==> src/common/idbs_defs.vh <==
// Constants and functional notes for the divide and barrel shift datapath
// Functional notes
// RULE1: Four divide modes, signed/unsigned, 32/16 and 16/16
// RULE2: Quotient always goes to work register zero
// RULE3: Remainder always goes to work register one
// RULE4: Divisor read from any named work register
// RULE5: Dividend from even pair, high register upper
// RULE6: One iteration cycle per divisor bit
// RULE7: 32/16 and 16/16 take equal cycles
// RULE8: One-bit and multi-bit shifts, single cycle
// RULE9: Arithmetic right up to 15, sign fill
// RULE10: Left shift up to 15 in one cycle
// RULE11: Shifts register direct source and destination
// RULE12: Arithmetic right shift keeps the sign
// RULE13: Left shift fills low bits with zero
// RULE14: Logical right shift fills high bits zero
// RULE15: 16/16 dividend sign or zero extended
// RULE16: Busy held through whole divide sequence
`ifndef IDBS_DEFS_VH
`define IDBS_DEFS_VH
`define IDBS_QUOT_REG      4'h0
`define IDBS_REM_REG       4'h1
`define IDBS_SH_ASR        2'h0
`define IDBS_SH_LSL        2'h1
`define IDBS_SH_LSR        2'h2
`define IDBS_DIV_CYCLES    5'h10
`define IDBS_WREG_RESET    16'h0000
`endif

==> src/core/idbs_datapath.v <==
// Divide and barrel shift datapath with its working register file
`default_nettype none
`include "idbs_defs.vh"
module idbs_datapath (
	// Clock and reset
	input  wire        sys_clk,
	input  wire        reset_n,
	// Shift request
	input  wire        shift_start,
	input  wire [1:0]  shift_op,
	input  wire [3:0]  shift_src_sel,
	input  wire [3:0]  shift_dst_sel,
	input  wire [3:0]  shift_amount,
	// Divide request
	input  wire        div_start,
	input  wire        div_signed,
	input  wire        div_long,
	input  wire [3:0]  divisor_sel,
	input  wire [3:0]  dividend_sel,
	// Register file write port from the rest of the core
	input  wire        wr_en,
	input  wire [3:0]  wr_sel,
	input  wire [15:0] wr_data,
	// Register file read port
	input  wire [3:0]  rd_sel,
	output reg  [15:0] rd_data,
	// Status
	output wire        div_busy,
	output reg         div_done
);
	// One-hot divider states
	localparam ST_IDLE = 2'b01;
	localparam ST_DIV  = 2'b10;

	// Working register file
	reg [15:0] work_reg [0:15];

	// Divider state and its next values
	reg [1:0]  state_q;
	reg [1:0]  state_d;
	reg [4:0]  count_q;
	reg [4:0]  count_d;
	reg [31:0] rem_q;      // Partial remainder, magnitude
	reg [31:0] rem_d;
	reg [31:0] quo_q;      // Low dividend shifting out, quotient shifting in
	reg [31:0] quo_d;
	reg [15:0] dvs_q;      // Divisor magnitude
	reg [15:0] dvs_d;
	reg        qneg_q;
	reg        qneg_d;
	reg        rneg_q;
	reg        rneg_d;
	reg        done_d;

	// Operand fetch and iteration nets
	wire [15:0] shift_res;
	wire [15:0] dvd_hi;
	wire [15:0] dvd_lo;
	wire [31:0] dvd_full;
	wire        dvd_neg;
	wire [31:0] dvd_mag;
	wire [15:0] dvs_raw;
	wire        dvs_neg;
	wire [31:0] dvs_mag;
	wire [31:0] rem_sh;
	wire [32:0] trial;
	wire        trial_ok;
	wire [15:0] quo_last;
	wire [15:0] rem_last;
	wire [15:0] quo_fin;
	wire [15:0] rem_fin;
	wire        is_idle;
	wire        div_take;
	wire        shift_take;
	wire        div_last;
	integer     i;

	// Two's complement magnitude of a possibly negative word
	function [31:0] mag32;
		input [31:0] v;
		input        neg;
		begin
			mag32 = neg ? (~v + 32'h0000_0001) : v;
		end
	endfunction

	// Sign fix-up of a 16-bit result
	function [15:0] neg16;
		input [15:0] v;
		input        neg;
		begin
			neg16 = neg ? (16'h0000 - v) : v;
		end
	endfunction

	idbs_shifter u_shifter (
		.src    (work_reg[shift_src_sel]), // RULE11
		.amount (shift_amount),
		.op     (shift_op),
		.result (shift_res)
	);

	// Dividend pair: odd register is the upper half
	assign dvd_lo   = work_reg[{dividend_sel[3:1], 1'b0}];     // RULE5
	assign dvd_hi   = work_reg[{dividend_sel[3:1], 1'b1}];     // RULE5
	assign dvd_full = div_long ? {dvd_hi, dvd_lo} :
		{{16{div_signed & dvd_lo[15]}}, dvd_lo};            // RULE15
	assign dvd_neg  = div_signed & dvd_full[31];
	assign dvd_mag  = mag32(dvd_full, dvd_neg);
	assign dvs_raw  = work_reg[divisor_sel];                    // RULE4
	assign dvs_neg  = div_signed & dvs_raw[15];
	assign dvs_mag  = mag32({16'h0000, dvs_raw}, dvs_neg);

	// Restoring step; remainder stays below the divisor, so 17 bits suffice
	assign rem_sh   = {rem_q[30:0], quo_q[31]};
	assign trial    = {1'b0, rem_sh} - {17'h0_0000, dvs_q};
	assign trial_ok = ~trial[32];
	assign quo_last = {quo_q[14:0], trial_ok};
	assign rem_last = trial_ok ? trial[15:0] : rem_sh[15:0];
	assign quo_fin  = neg16(quo_last, qneg_q);
	assign rem_fin  = neg16(rem_last, rneg_q);

	// Request acceptance
	assign is_idle    = state_q == ST_IDLE;
	assign div_take   = div_start & is_idle;
	assign shift_take = shift_start & is_idle & ~div_start;
	assign div_last   = (state_q == ST_DIV) && (count_q == 5'h01);
	assign div_busy   = state_q == ST_DIV;                      // RULE16

	always @* begin
		rd_data = work_reg[rd_sel];
	end

	// Divider next-state logic
	always @* begin
		state_d = state_q;
		count_d = count_q;
		rem_d   = rem_q;
		quo_d   = quo_q;
		dvs_d   = dvs_q;
		qneg_d  = qneg_q;
		rneg_d  = rneg_q;
		done_d  = 1'b0;
		case (state_q)
			ST_IDLE: begin
				if (div_take) begin // RULE1
					// Work on magnitudes, fix signs at the end
					qneg_d  = dvd_neg ^ dvs_neg;
					rneg_d  = dvd_neg;
					// Upper half preloads the remainder; quotient must fit 16 bits
					rem_d   = {16'h0000, dvd_mag[31:16]};
					quo_d   = {dvd_mag[15:0], 16'h0000};
					dvs_d   = dvs_mag[15:0];
					count_d = `IDBS_DIV_CYCLES; // RULE6 RULE7
					state_d = ST_DIV;
				end
			end
			ST_DIV: begin
				if (trial_ok) begin
					rem_d = trial[31:0];
					quo_d = {quo_q[30:0], 1'b1};
				end else begin
					rem_d = rem_sh;
					quo_d = {quo_q[30:0], 1'b0};
				end
				count_d = count_q - 5'h01;
				if (div_last) begin
					state_d = ST_IDLE;
					done_d  = 1'b1;
				end
			end
			default: begin
				state_d = ST_IDLE;
			end
		endcase
	end

	always @(posedge sys_clk) begin
		if (!reset_n) begin
			state_q <= ST_IDLE;
		end else begin
			state_q <= state_d;
		end
	end

	always @(posedge sys_clk) begin
		if (!reset_n) begin
			count_q <= 5'h00;
		end else begin
			count_q <= count_d;
		end
	end

	always @(posedge sys_clk) begin
		if (!reset_n) begin
			rem_q <= 32'h0000_0000;
			quo_q <= 32'h0000_0000;
		end else begin
			rem_q <= rem_d;
			quo_q <= quo_d;
		end
	end

	always @(posedge sys_clk) begin
		if (!reset_n) begin
			dvs_q <= 16'h0000;
		end else begin
			dvs_q <= dvs_d;
		end
	end

	always @(posedge sys_clk) begin
		if (!reset_n) begin
			qneg_q <= 1'b0;
			rneg_q <= 1'b0;
		end else begin
			qneg_q <= qneg_d;
			rneg_q <= rneg_d;
		end
	end

	always @(posedge sys_clk) begin
		if (!reset_n) begin
			div_done <= 1'b0;
		end else begin
			div_done <= done_d;
		end
	end

	// Register file; later writes win, so results override a core write
	always @(posedge sys_clk) begin
		if (!reset_n) begin
			for (i = 0; i < 16; i = i + 1) begin
				work_reg[i] <= `IDBS_WREG_RESET;
			end
		end else begin
			if (wr_en) begin
				work_reg[wr_sel] <= wr_data;
			end
			if (shift_take) begin
				work_reg[shift_dst_sel] <= shift_res; // RULE8 RULE11
			end
			if (div_last) begin
				work_reg[`IDBS_QUOT_REG] <= quo_fin; // RULE2
				work_reg[`IDBS_REM_REG]  <= rem_fin; // RULE3
			end
		end
	end
endmodule // idbs_datapath
`default_nettype wire

==> src/core/idbs_shifter.v <==
// Single-cycle 16-bit barrel shifter
`default_nettype none
`include "idbs_defs.vh"
module idbs_shifter (
	// Operand
	input  wire [15:0] src,
	input  wire [3:0]  amount,
	input  wire [1:0]  op,
	// Result
	output reg  [15:0] result
);
	always @* begin
		case (op)
			`IDBS_SH_ASR: result = $signed(src) >>> amount; // RULE9 RULE12
			`IDBS_SH_LSL: result = src << amount;           // RULE10 RULE13
			`IDBS_SH_LSR: result = src >> amount;           // RULE14
			default:      result = src;
		endcase
	end
endmodule // idbs_shifter
`default_nettype wire

==> config.mk <==
export PLATFORM = sky130hd
export DESIGN_NAME = idbs_datapath
export DESIGN_NICKNAME = d
export VERILOG_FILES = /design/src/core/idbs_datapath.v /design/src/core/idbs_shifter.v
export VERILOG_INCLUDE_DIRS = /design/src /design/src/common
export SDC_FILE = /design/constraint.sdc
export NUM_CORES = 1
export LEC_CHECK = 0
export BUFFER_PORTS_ARGS = -buffer_cell sky130_fd_sc_hd__buf_4
export CAP_MARGIN = 10
export CORE_MARGIN = 2
export CORE_UTILIZATION = 45
export CTS_BUF_LIST = sky130_fd_sc_hd__clkbuf_2
export DETAILED_ROUTE_END_ITERATION = 12
export GPL_ROUTABILITY_DRIVEN = 0
export PLACE_DENSITY_LB_ADDON = 0.1
export SLEW_MARGIN = 10
export SYNTH_ARGS = -nofsm -noshare
export SYNTH_HDL_FRONTEND = slang
export SYNTH_SLANG_ARGS = --single-unit
export TNS_END_PERCENT = 50
==> constraint.sdc <==
create_clock -name sys_clk -period 5.95 [get_ports sys_clk]
set_input_delay 1.4875 -clock sys_clk [delete_from_list [all_inputs] [get_ports sys_clk]]
set_output_delay 1.4875 -clock sys_clk [all_outputs]
set_load 0.05 [all_outputs]
== Yosys cells after proc, flatten, opt, wreduce, memory -nomap -nowiden ==
Memories as Yosys holds them, arrays and structs flattened.
Index checks and enable logic that the tools add are counted.
Word-level totals
  flip-flop bits (word level): 89
  bits in latches: 0
  memory bits (writable): 256
  ROM bits: 0
  input bits: 53
  logic and storage cells: 95
  memories kept: 1
Cells by class
  add/sub/neg operators: 6
  multipliers: 0
  div/mod/pow operators: 0
  magnitude comparators: 0
  eq/ne operators: 10
  shifts and indexed selects: 3
  muxes and demuxes: 36
  bitwise logic cells: 22
  reductions and logical operators: 9
Memories
  work_reg: depth 16, bits a word 16, rd ports 5, clocked after memory_dff 0, write ports 16, RTL line idbs_datapath.v:36  | reg [15:0] work_reg [0:15];
Operators by type and width (count)
  16-bit 2-to-1 mux: 8
  32-bit 2-to-1 mux: 3
  32-bit one-hot mux with 2 select lines: 1
  31-bit 2-to-1 mux: 2
  31-bit one-hot mux with 2 select lines: 1
  16-bit one-hot mux with 3 select lines: 1
  32-bit by 16-bit subtractor with 33-bit output: 1
  32-bit by 1-bit adder with 32-bit output (second input constant): 1
  32-bit inverter: 1
  16-bit OR reduction: 2
  1-bit by 16-bit subtractor with 16-bit output (first input constant): 2
  16-bit by 1-bit adder with 16-bit output (second input constant): 1
  16-bit inverter: 1
  16-bit by 4-bit << shifter with 16-bit output: 1
  16-bit by 4-bit right shift with 16-bit output: 1
  16-bit by 4-bit >>> shifter with 16-bit output: 1
  1-bit 2-to-1 mux: 13
  1-bit AND: 12
  5-bit one-hot mux with 2 select lines: 1
  4-bit equality test (second input constant): 2
  4-bit 2-to-1 mux: 2
  2-bit AND reduction: 4
  5-bit by 1-bit equality test with 1-bit output (second input constant): 1
  5-bit 2-to-1 mux: 1
  13 further kinds: 22

== Logic depth before layout (Yosys ltp) ==
  depth after elaboration: 12
  gate-level depth with buffers: 20

== By module ==
A second synthesis with hierarchy kept.
Unflattened totals
  cells, all modules: 2427
  area, all modules: 27163.6 um^2
Modules (own cells, without submodules)
  idbs_datapath: instances 1, cells an instance 2177, area an instance 25309.3 um^2
  idbs_shifter: instances 1, cells an instance 250, area an instance 1854.3 um^2

== Worst setup path before layout ==
No wires, ideal clock.
  path type: input to output
  start point: input port rd_sel[0]
  end point: output port rd_data[0]
  data arrival time: 3596 ps
  setup slack: 867 ps
  cell stages on the path: 4
  cells stage by stage: clkbuf_1 > buf_1 > mux4_2 > mux4_2
Between the ends
  longest elaborated chain between the ends: 1
RTL lines
  from (decl): RTL line idbs_datapath.v:25  | input wire [3:0] rd_sel,
  memory 16 x 16 bit
  to (decl): RTL line idbs_datapath.v:26  | output reg [15:0] rd_data,
No other way between the ends.

== Worst setup path after layout ==
  start point: input port rd_sel[0]
  end point: output port rd_data[6]
The elaborated chain is that of the path after synthesis.

==> reports/qor.log <==
qor: drt.detail_route.first_pass.iterations 6
qor: cells_and_area.syn2layout_area_growth 8.15%
qor: global_route.met1_usage 0.459
qor: global_route.grt_first_pass_wirelength 164000 µm
qor: synth.syn_avg_cell_area 10.3 µm²
qor: drt.vias_per_cell 7.05
qor: global_route.grt_antenna_before_repair 5
qor: worst_setup_path.crit_path_end_kind output port
qor: cells_and_area.final_core_utilization 0.494
qor: drt.vias 25000
qor: cells_and_area.multi_input_combinational_cell_area 16900 µm²
qor: sta.total_of_endpoints_with_negative_setup_slack_in_the_final_report 0
qor: cts.cts_buffers 96
qor: synth.dominantRegCellSynth sky130_fd_sc_hd__edfxtp_1
qor: synth.post_synth_inst_count 2678
qor: floorplan.std_cell_rows 90
qor: power_and_ir_drop.ir_worst_vdd 0.000124 V
qor: hold_path.hp-start dvs_q[15]
qor: floorplan.floorplan.initialDensity 0.457
qor: run.drv.max_cap_violation_count 0
qor: floorplan.dieArea 63400 µm²
qor: worst_setup_path.timing.critical_path.from_type input port
qor: cts.ctsHoldBuffers 0
qor: synth.yosysMostFrequentCell sky130_fd_sc_hd__nand2_1
qor: floorplan.chipWidth 252 µm
qor: drt.drt_wl_total 114000 µm
qor: sta.max_freq 0.201 GHz
qor: worst_setup_path.critPathArrivalTime 3.48 ns
qor: sta.finalWorstPathRequiredPeriod 4.97 ns
qor: global_route.use_met2 0.545
qor: synth.synth_async_sr_flop_share 0
qor: synth.synthTopCellsByArea sky130_fd_sc_hd__edfxtp_1 28%, sky130_fd_sc_hd__mux4_2 25%, sky130_fd_sc_hd__dfxtp_1 6.5%, sky130_fd_sc_hd__nand2_1 4.3%, sky130_fd_sc_hd__mux2i_1 3.0%
qor: synth.post_synthesis_cell_area 27600 µm²
qor: synth.synth_warnings 0
qor: cts.post_cts_buffers 0
qor: hold_path.hold_path_depth 2
qor: global_route.grtUsageTotal 0.358
qor: cts.tritoncts_num_sinks 345
qor: status.run_status finished clean
qor: drt.drc_errors 0
qor: hold_path.endpoint_worst_hold dvs_q[15]
qor: cts.cts.repair.resized 0
qor: cells_and_area.largest_reg_flops 256
qor: drt.drt_iter0_markers 3524
qor: synth.ys_seq_area_frac 0.343
qor: worst_setup_path.worst-endpoint-required 4.46 ns
qor: placed_design.dpl_cell_area 29000 µm²
qor: cells_and_area.register_area 9470 µm²
qor: cells_and_area.stdcell_count 3546
qor: sta.timing.final.hold_violations 0
qor: cells_and_area.proportion_of_layout_cells_with_a_drive_suffix_above_1 0.251
qor: cells_and_area.finish.instance_area 29900 µm²
qor: synth.ys_seq_elements 345
qor: sta.unrepaired_setup_endpoints_after_global_routing no
qor: hold_path.hold_path.class register to register
qor: synth.synthTopCellsByCount 319 x sky130_fd_sc_hd__nand2_1, 308 x sky130_fd_sc_hd__mux4_2, 256 x sky130_fd_sc_hd__edfxtp_1, 177 x sky130_fd_sc_hd__clkbuf_1, 163 x sky130_fd_sc_hd__o21ai_1
qor: sta.worst-slew-pin-transition 1.24 ns
qor: sta.maxSlewViolCount 0
qor: power_and_ir_drop.power.static_leakage 10.5 nW
qor: cts.insertion_delay 1.16 ns
qor: worst_setup_path.largest_fanout_of_any_net_on_the_critical_path 64
qor: synth.synth_enable_flop_cells 256
qor: worst_setup_path.rr_endpoint work_reg[1][14]
qor: placed_design.place.port_buffers 69
qor: sta.final.setup.worst_slack 0.983 ns
qor: sta.worst_clock_skew 0.109 ns
qor: synth.ys_types 84
qor: worst_setup_path.worst-r2r-cell-count 17
qor: sta.holdWs 0.460 ns
qor: worst_setup_path.timing.setup.critical_path_class input port to output port
qor: sta.slew_headroom 0.171
qor: cts.clockBufferDepth 3
qor: global_route.grt_start_max_net_pins 65
qor: synth.postSynthNetCount 2754
qor: cts.clk_transition_reported_paths 0.08 ns
qor: placed_design.preCtsSetupSlack 0.631 ns
qor: floorplan.floorplan.core_area 60500 µm²
qor: cts.clk_root_buffer_cell sky130_fd_sc_hd__clkbuf_2
qor: synth.synth_top_cell_by_area sky130_fd_sc_hd__edfxtp_1
qor: power_and_ir_drop.total_power 7.10 mW
qor: cells_and_area.fillerInstances 5546
qor: placed_design.detailed_place_hpwl 78300 µm
qor: global_route.grt_util_met3 0.109
qor: power_and_ir_drop.power_density 238 nW/µm²
qor: worst_setup_path.source_of_the_critical_timing_path rd_sel[0]
qor: global_route.first_global_vias 23700
qor: floorplan.floorplan.die.height 252 µm
qor: cts.tritoncts_clock_tree done
qor: worst_setup_path.critical_path.reg2reg.startpoint quo_q[31]
qor: drt.routedWlPerCell 32.1 µm
qor: placed_design.dpl.cell_count 3378
qor: synth.synth_top_area_share 0.278
qor: global_route.grt.busiest_layer met2
qor: sta.post-route-period-util 0.835
qor: sta.final.setup.tns 0 ns
qor: global_route.grt.overflow.total 0
qor: drt.postRouteAntennaNets 0
qor: cts.h_tree_levels 3
qor: cells_and_area.nNetsFinal 2770
qor: worst_setup_path.regToRegSetupSlack 1.17 ns
qor: floorplan.top_level_i_o_count 71
## worst max-delay path by stage
stage,to,slack (ns),cells after the start
floorplan,rd_data[0],0.87,4
global placement,work_reg[4][10],0.68,13
detailed placement,work_reg[6][14],0.63,12
CTS,rd_data[15],0.99,5
global route,rd_data[6],0.90,5
finish,rd_data[6],0.98,5
## cells in the final DEF (no fill, tap or decap), drive strengths merged, types with 15 or more instances in the layout
master / n
nor2: 147
xor2: 30
o31ai: 15
edfxtp: 256
a211oi: 31
and2: 21
ha: 22
a22oi: 33
or3: 17
clkinv: 18
dfxtp: 89
a21oi: 156
nand2b: 16
mux4: 308
xnor2: 52
inv: 54
a31oi: 15
o21ai: 314
nand2: 319
mux2: 18
nor3: 35
mux2i: 83
clkbuf: 144
nor2b: 28
a221oi: 22
buf: 181
nand3: 155
## worst max-delay path, cell delays in order
cell and delay, ns:
sky130_fd_sc_hd__buf_4 0.09, sky130_fd_sc_hd__buf_12 0.42, sky130_fd_sc_hd__mux4_2 0.60, sky130_fd_sc_hd__mux4_2 0.56, sky130_fd_sc_hd__buf_4 0.23
## kinds of logic (layout without fill, tap and decap cells)
kind of cell,after synthesis,in the layout,synth area share
mux,409,409,0.289
xor+xnor,82,82,0.0260
simple gates,813,813,0.137
compound gates,688,688,0.148
flops,345,345,0.343
other cells,0,5,0
fa+ha+maj,23,23,0.0107
buf+inv,318,399,0.0464
## per-layer routing
layer,wire length (µm),up-vias,part of all wire
met2,50800,1911,0.45
li1,-,10500,-
met5,13,-,0.00011
met1,41300,12300,0.36
met3,14900,355,0.13
met4,6860,2,0.060
## layout make-up
class | count | share of cell area
antenna | 5 | 0.000419
clock buffer | 144 | 0.0241
clock inverter | 19 | 0.00398
inverter | 55 | 0.00691
multi-input combinational | 2015 | 0.566
sequential | 345 | 0.317
tap | 782 | 0.0328
timing repair buffer | 181 | 0.0488
## report_power, final
| part | switching (mW) | leakage [nW] | internal (mW) |
|---|---|---|---|
| logic | 1.56 | 6.46 | 0.940 |
| registers | 0.133 | 3.39 | 2.69 |
| clock network | 1.09 | 0.652 | 0.686 |
Note: power is estimated with default switching activity, not from simulation.
